`src/logic/wdt_pkg.sv`:
```
// constants shared by the watchdog design files
package wdt_pkg;
  // register map
  localparam logic [7:0] CTRL_ADDR     = 8'h0F;
  localparam logic [7:0] CTRL_POR_INIT = 8'h80;
  // bit positions of watchdog_control
  localparam int COLD_BIT     = 7;
  localparam int IRQ_EN_BIT   = 6;
  localparam int SEL_HI_BIT   = 5;
  localparam int SEL_LO_BIT   = 4;
  localparam int IRQ_FLAG_BIT = 3;
  localparam int RST_FLAG_BIT = 2;
  localparam int RST_EN_BIT   = 1;
  localparam int RESTART_BIT  = 0;
  // interval counter, counts in undivided rc clocks
  localparam int          INT_W       = 21;
  localparam logic [20:0] INT_LAST_00 = 21'h000FFF;
  localparam logic [20:0] INT_LAST_01 = 21'h007FFF;
  localparam logic [20:0] INT_LAST_10 = 21'h03FFFF;
  localparam logic [20:0] INT_LAST_11 = 21'h1FFFFF;
  // reset countdown, 512 rc clocks after timeout
  localparam int         CD_W      = 9;
  localparam logic [8:0] CD_LAST   = 9'h1FF;
endpackage

```
`src/logic/wdt_tick_if.sv`:
```
// carries the rc clock tick between watchdog modules
`timescale 1ns/100ps
interface wdt_tick_if;
  logic tick;
  modport src (output tick);
  modport dst (input  tick);
endinterface

```
`src/logic/wdt_counter.sv`:
```
// up counter with synchronous clear, clear has priority
`timescale 1ns/100ps
module wdt_counter #(
  parameter int W = 8
) (
  // clock and reset
  input  wire logic         i_sys_clk,
  input  wire logic         i_rst_n,
  // control
  input  wire logic         i_clear,
  input  wire logic         i_inc,
  // state
  output logic [W-1:0]      o_count
);

  logic [W-1:0] next_count;

  assign next_count = i_clear ? '0 : (i_inc ? W'(o_count + 1'b1) : o_count);

  always_ff @(posedge i_sys_clk or negedge i_rst_n)
  begin
    if (!i_rst_n)
      o_count <= '0;
    else
      o_count <= next_count;
  end

endmodule

```
`src/logic/wdt_rc_tick.sv`:
```
// samples the rc oscillator pin and marks each rising edge
`timescale 1ns/100ps
module wdt_rc_tick (
  // clock and reset
  input  wire logic i_sys_clk,
  input  wire logic i_rst_n,
  // rc oscillator pin and gating
  input  wire logic i_rc_clk,
  input  wire logic i_rc_osc_enable,
  input  wire logic i_stop_mode,
  // tick out
  wdt_tick_if.src   tick_o
);

  logic [2:0] sync;
  logic       level;
  logic       next_level;
  logic       rose;

  // only second and third stages are inspected
  assign next_level = (sync[1] == sync[2]) ? sync[2] : level;
  assign rose       = next_level & ~level;
  assign tick_o.tick = rose & i_rc_osc_enable & ~i_stop_mode;

  always_ff @(posedge i_sys_clk or negedge i_rst_n)
  begin
    if (!i_rst_n)
    begin
      sync  <= 3'h0;
      level <= 1'b0;
    end
    else
    begin
      sync  <= {sync[1:0], i_rc_clk};
      level <= next_level;
    end
  end

endmodule

```
`src/logic/wdt_top.sv`:
```
// watchdog timer with its control register
`timescale 1ns/100ps
module wdt_top (
  // clock and power-on reset
  input  wire logic       i_sys_clk,
  input  wire logic       i_rst_n,
  // any other reset, one cycle pulse
  input  wire logic       i_sys_rst,
  // register port
  input  wire logic [7:0] i_addr,
  input  wire logic [7:0] i_wr_data,
  input  wire logic       i_wr_en,
  input  wire logic       i_rd_en,
  output logic      [7:0] o_rd_data,
  // rc oscillator and power state
  input  wire logic       i_rc_clk,
  input  wire logic       i_rc_osc_enable,
  input  wire logic       i_stop_mode,
  // interrupt controller state
  input  wire logic       i_global_irq_enable,
  input  wire logic       i_system_irq_mask,
  input  wire logic       i_irq_in_service,
  // outputs
  output logic            o_wdog_irq,
  output logic            o_wdog_reset
);

  ////////////////////////////////////////////////////////////////////////////////
  // state

  logic                          cold_start;
  logic                          wdog_irq_enable;
  logic [1:0]                    interval_select;
  logic                          wdog_irq_flag;
  logic                          wdog_reset_flag;
  logic                          wdog_reset_enable;
  logic                          cd_active;
  logic [wdt_pkg::INT_W-1:0]     int_count;
  logic [wdt_pkg::CD_W-1:0]      cd_count;

  logic                          next_cold_start;
  logic                          next_irq_enable;
  logic [1:0]                    next_select;
  logic                          next_irq_flag;
  logic                          next_reset_flag;
  logic                          next_reset_enable;
  logic                          next_cd_active;
  logic [7:0]                    next_rd_data;

  ////////////////////////////////////////////////////////////////////////////////
  // rc tick

  wdt_tick_if tick_bus ();

  wdt_rc_tick u_rc_tick (
    .i_sys_clk       (i_sys_clk),
    .i_rst_n         (i_rst_n),
    .i_rc_clk        (i_rc_clk),
    .i_rc_osc_enable (i_rc_osc_enable),
    .i_stop_mode     (i_stop_mode),
    .tick_o          (tick_bus.src)
  );

  ////////////////////////////////////////////////////////////////////////////////
  // decode

  wire        ctrl_hit    = (i_addr == wdt_pkg::CTRL_ADDR);
  wire        wr_ctrl     = i_wr_en & ctrl_hit;
  wire        rd_ctrl     = i_rd_en & ctrl_hit;
  wire [1:0]  wr_select   = i_wr_data[wdt_pkg::SEL_HI_BIT:wdt_pkg::SEL_LO_BIT];
  wire        sel_changed = wr_ctrl & (wr_select != interval_select);
  wire        restart_req = wr_ctrl & i_wr_data[wdt_pkg::RESTART_BIT];
  wire        halted      = ~wdog_irq_enable & ~wdog_reset_enable;
  wire        run         = ~halted;
  wire        wake        = wr_ctrl & halted &
                            (i_wr_data[wdt_pkg::IRQ_EN_BIT] | i_wr_data[wdt_pkg::RST_EN_BIT]);
  wire        tick        = tick_bus.tick & run;

  wire [wdt_pkg::INT_W-1:0] int_last =
    (interval_select == 2'h0) ? wdt_pkg::INT_LAST_00 :
    (interval_select == 2'h1) ? wdt_pkg::INT_LAST_01 :
    (interval_select == 2'h2) ? wdt_pkg::INT_LAST_10 : wdt_pkg::INT_LAST_11;

  wire timeout_hit = tick & (int_count == int_last);
  wire fire        = tick & cd_active & wdog_reset_enable &
                     (cd_count == wdt_pkg::CD_LAST);
  wire soft_rst    = i_sys_rst | fire;

  // interval counter clears on restart, wake, timeout, select change outside countdown; countdown on restart, wake, reset enable low
  wire clear_int = soft_rst | timeout_hit | restart_req | wake |
                   (sel_changed & ~cd_active);
  wire clear_cd  = soft_rst | restart_req | wake | ~wdog_reset_enable;

  ////////////////////////////////////////////////////////////////////////////////
  // counters

  wdt_counter #(.W(wdt_pkg::INT_W)) u_int_count (
    .i_sys_clk (i_sys_clk),
    .i_rst_n   (i_rst_n),
    .i_clear   (clear_int),
    .i_inc     (tick),
    .o_count   (int_count)
  );

  wdt_counter #(.W(wdt_pkg::CD_W)) u_cd_count (
    .i_sys_clk (i_sys_clk),
    .i_rst_n   (i_rst_n),
    .i_clear   (clear_cd | ~cd_active),
    .i_inc     (tick & cd_active),
    .o_count   (cd_count)
  );

  ////////////////////////////////////////////////////////////////////////////////
  // next values

  assign next_cold_start   = wr_ctrl ? i_wr_data[wdt_pkg::COLD_BIT] : cold_start;
  assign next_irq_enable   = wr_ctrl ? i_wr_data[wdt_pkg::IRQ_EN_BIT] : wdog_irq_enable;
  assign next_reset_enable = wr_ctrl ? i_wr_data[wdt_pkg::RST_EN_BIT] : wdog_reset_enable;
  assign next_select       = soft_rst ? 2'h0 : (wr_ctrl ? wr_select : interval_select);
  // hardware set beats software clear
  assign next_irq_flag     = soft_rst    ? 1'b0 :
                             timeout_hit ? 1'b1 :
                             wr_ctrl     ? i_wr_data[wdt_pkg::IRQ_FLAG_BIT] :
                                           wdog_irq_flag;
  assign next_reset_flag   = fire    ? 1'b1 :
                             wr_ctrl ? i_wr_data[wdt_pkg::RST_FLAG_BIT] :
                                       wdog_reset_flag;
  assign next_cd_active    = clear_cd ? 1'b0 :
                             (timeout_hit | cd_active);

  wire [7:0] ctrl_value = {cold_start, wdog_irq_enable, interval_select,
                           wdog_irq_flag, wdog_reset_flag, wdog_reset_enable, 1'b0};
  assign next_rd_data = rd_ctrl ? ctrl_value : 8'h00;

  ////////////////////////////////////////////////////////////////////////////////
  // registers

  // power-on only: cold flag, enables, reset flag
  always_ff @(posedge i_sys_clk or negedge i_rst_n)
  begin
    if (!i_rst_n)
    begin
      cold_start        <= wdt_pkg::CTRL_POR_INIT[wdt_pkg::COLD_BIT];
      wdog_irq_enable   <= 1'b0;
      wdog_reset_enable <= 1'b0;
      wdog_reset_flag   <= 1'b0;
    end
    else
    begin
      cold_start        <= next_cold_start;
      wdog_irq_enable   <= next_irq_enable;
      wdog_reset_enable <= next_reset_enable;
      wdog_reset_flag   <= next_reset_flag;
    end
  end

  always_ff @(posedge i_sys_clk or negedge i_rst_n)
  begin
    if (!i_rst_n)
    begin
      interval_select <= 2'h0;
      wdog_irq_flag   <= 1'b0;
      cd_active       <= 1'b0;
      o_rd_data       <= 8'h00;
      o_wdog_reset    <= 1'b0;
    end
    else
    begin
      interval_select <= next_select;
      wdog_irq_flag   <= next_irq_flag;
      cd_active       <= next_cd_active;
      o_rd_data       <= next_rd_data;
      o_wdog_reset    <= fire;
    end
  end

  assign o_wdog_irq = wdog_irq_enable & wdog_irq_flag & i_global_irq_enable &
                      i_system_irq_mask & ~i_irq_in_service;

  ////////////////////////////////////////////////////////////////////////////////
  // checks

  // tick of the previous cycle, for the countdown check
  logic tick_d;
  always_ff @(posedge i_sys_clk or negedge i_rst_n)
  begin
    if (!i_rst_n)
      tick_d <= 1'b0;
    else
      tick_d <= tick;
  end
endmodule

```
`config.mk`:
```
export PLATFORM = sky130hd
export DESIGN_NAME = wdt_top
export DESIGN_NICKNAME = d
export VERILOG_FILES = /design/src/logic/wdt_pkg.sv /design/src/logic/wdt_tick_if.sv /design/src/logic/wdt_counter.sv /design/src/logic/wdt_rc_tick.sv /design/src/logic/wdt_top.sv
export SDC_FILE = /design/constraint.sdc
export NUM_CORES = 1
export LEC_CHECK = 0
export BUFFER_PORTS_ARGS = -buffer_cell sky130_fd_sc_hd__buf_4
export CAP_MARGIN = 20
export CORE_AREA = 3 3 74 76
export DETAILED_ROUTE_END_ITERATION = 6
export DIE_AREA = 0 0 77 79
export PLACE_DENSITY = 0.81
export RECOVER_POWER = 100
export REMOVE_ABC_BUFFERS = 1
export SYNTH_ARGS = -nofsm -noshare
export SYNTH_HDL_FRONTEND = slang
export SYNTH_HIERARCHICAL = 1
export SYNTH_SLANG_ARGS = --single-unit
```
`constraint.sdc`:
```
create_clock -name i_sys_clk -period 2.75 [get_ports i_sys_clk]
set_input_delay 0.275 -clock i_sys_clk [delete_from_list [all_inputs] [get_ports i_sys_clk]]
set_output_delay 0.275 -clock i_sys_clk [all_outputs]
set_load 0.01 [all_outputs]
```
==> impl_results.md <==
* Clock tree buffer depth at 2
* Post-route antenna net violation count at 0
* Worst Max-Slew Pin Slew at 1.221 ns
* Final hold violation count at 0
* Total core area at roughly 4800 sq um
* # clock sinks at 50
* Placer Congestion at slightly above 0.8
* Pre-CTS WS at -0.2294 ns
* Share of layout cells above drive strength 1 at 0.2434
* Max_cap viols at 0
* Final hold slack at 0.08635 ns
* TritonCTS Buffers at 5
* Cell variety after synth at 47
* Min setup slack post-route at between 0.05 and 0.06 ns
* Leak at roughly 0.0013 uW
* Layout Utilization at 0.6311
* Die Footprint at ~6000 sq um
* Clk slew on worst S/H paths at 0.10 ns
* Max_slew headroom at 0.1860
* Setup violations, final at 0
* Vias in the first global route at 1966
* Peak supply drop at around 180 uV
* Sequential-to-total area share from yosys stat at 0.5058
* Port Buffer Count at 35
* Worst setup SP type: flop
* Internal power at 958.5 uW
* 1st-pass router iterations at 4
* Via count at 2077
* Minimum clock period at 2.699 ns
* Switching Power at 300.4 uW
* Power Dens Cells at between 400 and 500 nW/um^2
* WS Path Type: reg2reg
* Comb pwr share at 0.052
* Unrepaired setup endpoints after global routing: yes
* Final setup TNS at 0 ns
* Initial core utilization at 0.5174
* Ports at 37
* Clk pwr share at 0.354
* Status: completed
* Die span in y at 79 um
* Dominant synthesized flop cell: dfrtp_1
* Max H-tree Level at 2
* Worst EP arrival at approximately 3 ns
* Post-synth EDFFs at 0
* Root Driver: clkbuf_8
* N_diodes at 0
* Final period util at 0.9813
* Final non-filler cell total at between 300 and 400
* Hold Crit Start: i_rc_clk
* Crit path launch: interval_select[1]
* Fin. max-slew vios at 0
* Synthesis warning total at 6
* Syn Std Cell Area at 2476 sq um
* Share of flip-flops with an asynchronous set or reset at 1.000
* Hpwl dp at 3862 um
* All-Layer GR Usage at 0.1837
* Syn_area_per_cell at 9.905 sq um
* Critical path data required time at around 3.0 ns
* Routed wire per std cell at 14.53 um
* Synth area leader: dfrtp_1
* Synth top area cells: dfrtp_1 (50%), nand2_1 (4.1%), nand4_1 (3.8%), nor2_1 (3.3%), a21oi_1 (3.2%)
* Worst-Skew Late Latency at approximately 0.31 ns
* Switch share at 0.2386
* Final WL at around 5400 um
* Drt via density at 5.598
* Fillers at 400
* Final Net Count at 332
* Synth cell count leaders: dfrtp_1 (49), nand2_1 (27), nor2_1 (22)
* Final Skew at 0.007796 ns
* Total gr overflow at 0
* Largest net degree at the start of global routing at 51
* Die X at 77 um
* Crit-path max FO at 5
* Worst Setup End Kind: flop
* Initial antenna violation count at 0
* Mapped Cells at 250
* Row count at 25
* First-pass GRT wire length at 9059 um
* # DRC at 0
* Seq pwr share at 0.594
* FMAX at around 370 MHz
* Crit Reg-Reg Startpoint: interval_select[1]
* Most common cell in the netlist: dfrtp_1
* Area grow syn2layout at 21.98%
* DRT iter0 DRCs at roughly 180
* Area share of the largest cell type after synthesis at 0.4952
* Cell total after placement at 359
* Worst Hold Class: in2reg
* Synth Register Bits at 50
* CTS tree: yes
[flip-flops by register name, indices dropped and copies added, names as in the netlist, 2 cells and up]
register / flops
u_int_count/o_count: 21
u_rc_tick/sync: 3
interval_select: 2
o_rd_data: 7
u_cd_count/o_count: 9
[through the flow]
step	area [sq um]	total power, uW
2_1_floorplan	2412	775.2
3_3_place_gp	2887	826.4
3_5_place_dp	2887	828.4
4_1_cts	3000	1269
5_1_grt	3020	1316
6_report	3020	1259
[power by group through the flow]
stage	registers [uW]	logic, uW	clock network [uW]
detailed placement	762	66.6	0
floorplan	760	15.0	0
global placement	761	65.3	0
global route	748	73.3	494
CTS	747	67.9	454
finish	747	65.7	446
[path summary, 6_finish.rpt]
kind / end / slack [ns] / depth (start not counted)
max: u_int_count/o_count[20] / 0.05 / 8
max in group asynchronous: o_rd_data[3] / 1.26 / 2
max reg2reg: u_int_count/o_count[20] / 0.05 / 8
min: u_rc_tick/sync[0] / 0.09 / 1
min reg2reg: u_rc_tick/sync[1] / 0.36 / 0
min in group asynchronous: o_rd_data[6] / 0.76 / 2
[layer usage]
layer	part of all wire	track usage	vias to the layer above
li1	-	-	1005
met1	0.43	0.2326	1023
met2	0.52	0.3232	44
met3	0.038	0.03628	5
met4	0.011	0.04804	0
met5	0	0	-
[final cells by class]
class	instances	area [sq um]	share of cell area
clock buffers	5	68.82	0.02278
clock inverters	3	25.02	0.008285
inverters	10	37.54	0.01243
multi-input cells	181	1151	0.3811
flip-flops and latches	50	1252	0.4147
well taps	67	83.83	0.02775
repair buffers	55	401.6	0.1330
[placed cells by master (no fill, tap or decap), drive strengths merged, types with 2 or more instances in the layout]
| master | count |
|---|---|
| dfrtp | 49 |
| buf | 48 |
| nand2 | 27 |
| nor2 | 22 |
| a21oi | 16 |
| nand4 | 15 |
| o21ai | 13 |
| inv | 11 |
| clkbuf | 11 |
| or3 | 10 |
| xor2 | 9 |
| or4 | 9 |
| xnor2 | 8 |
| nand3 | 8 |
| and2 | 7 |
| o31ai | 5 |
| nor4 | 5 |
| and4 | 3 |
| o2111ai | 3 |
| and3 | 2 |
| o211ai | 2 |
| mux2i | 2 |
| ha | 2 |
| nor3 | 2 |
[critical path, stage by stage (launching register included)]
cell      delay (ns)
dfrtp_1         0.39
or4_4           0.54
o21ai_4         0.16
nand4_1         0.15
o211ai_1        0.18
o211ai_1        0.16
or4_4           0.47
or4_1           0.41
a21oi_1         0.16
[cell families (layout without fill, tap and decap cells)]
kind of cell / after synthesis / count (layout) / share of synthesized area
buffers and inverters: 20 / 73 / 0.04093
AOI/OAI and AO/OA: 45 / 45 / 0.1223
muxes: 2 / 2 / 0.008085
DFF: 50 / 50 / 0.5058
xor gates and xnor gates: 17 / 17 / 0.06013
adders and majority gates: 3 / 3 / 0.01465
other: 1 / 1 / 0.001514
and+or+nand+nor: 112 / 113 / 0.2466
[repair_timing]
action	CTS	global route
hold buffers	1	0
buffers inserted	0	2
gates cloned	0	1
endpoints found under the setup margin	10	9
pin swaps	1	3
gates resized for setup	2	3
endpoints found under the hold margin	17	0
No activity file was read; power rests on OpenSTA's default activity.
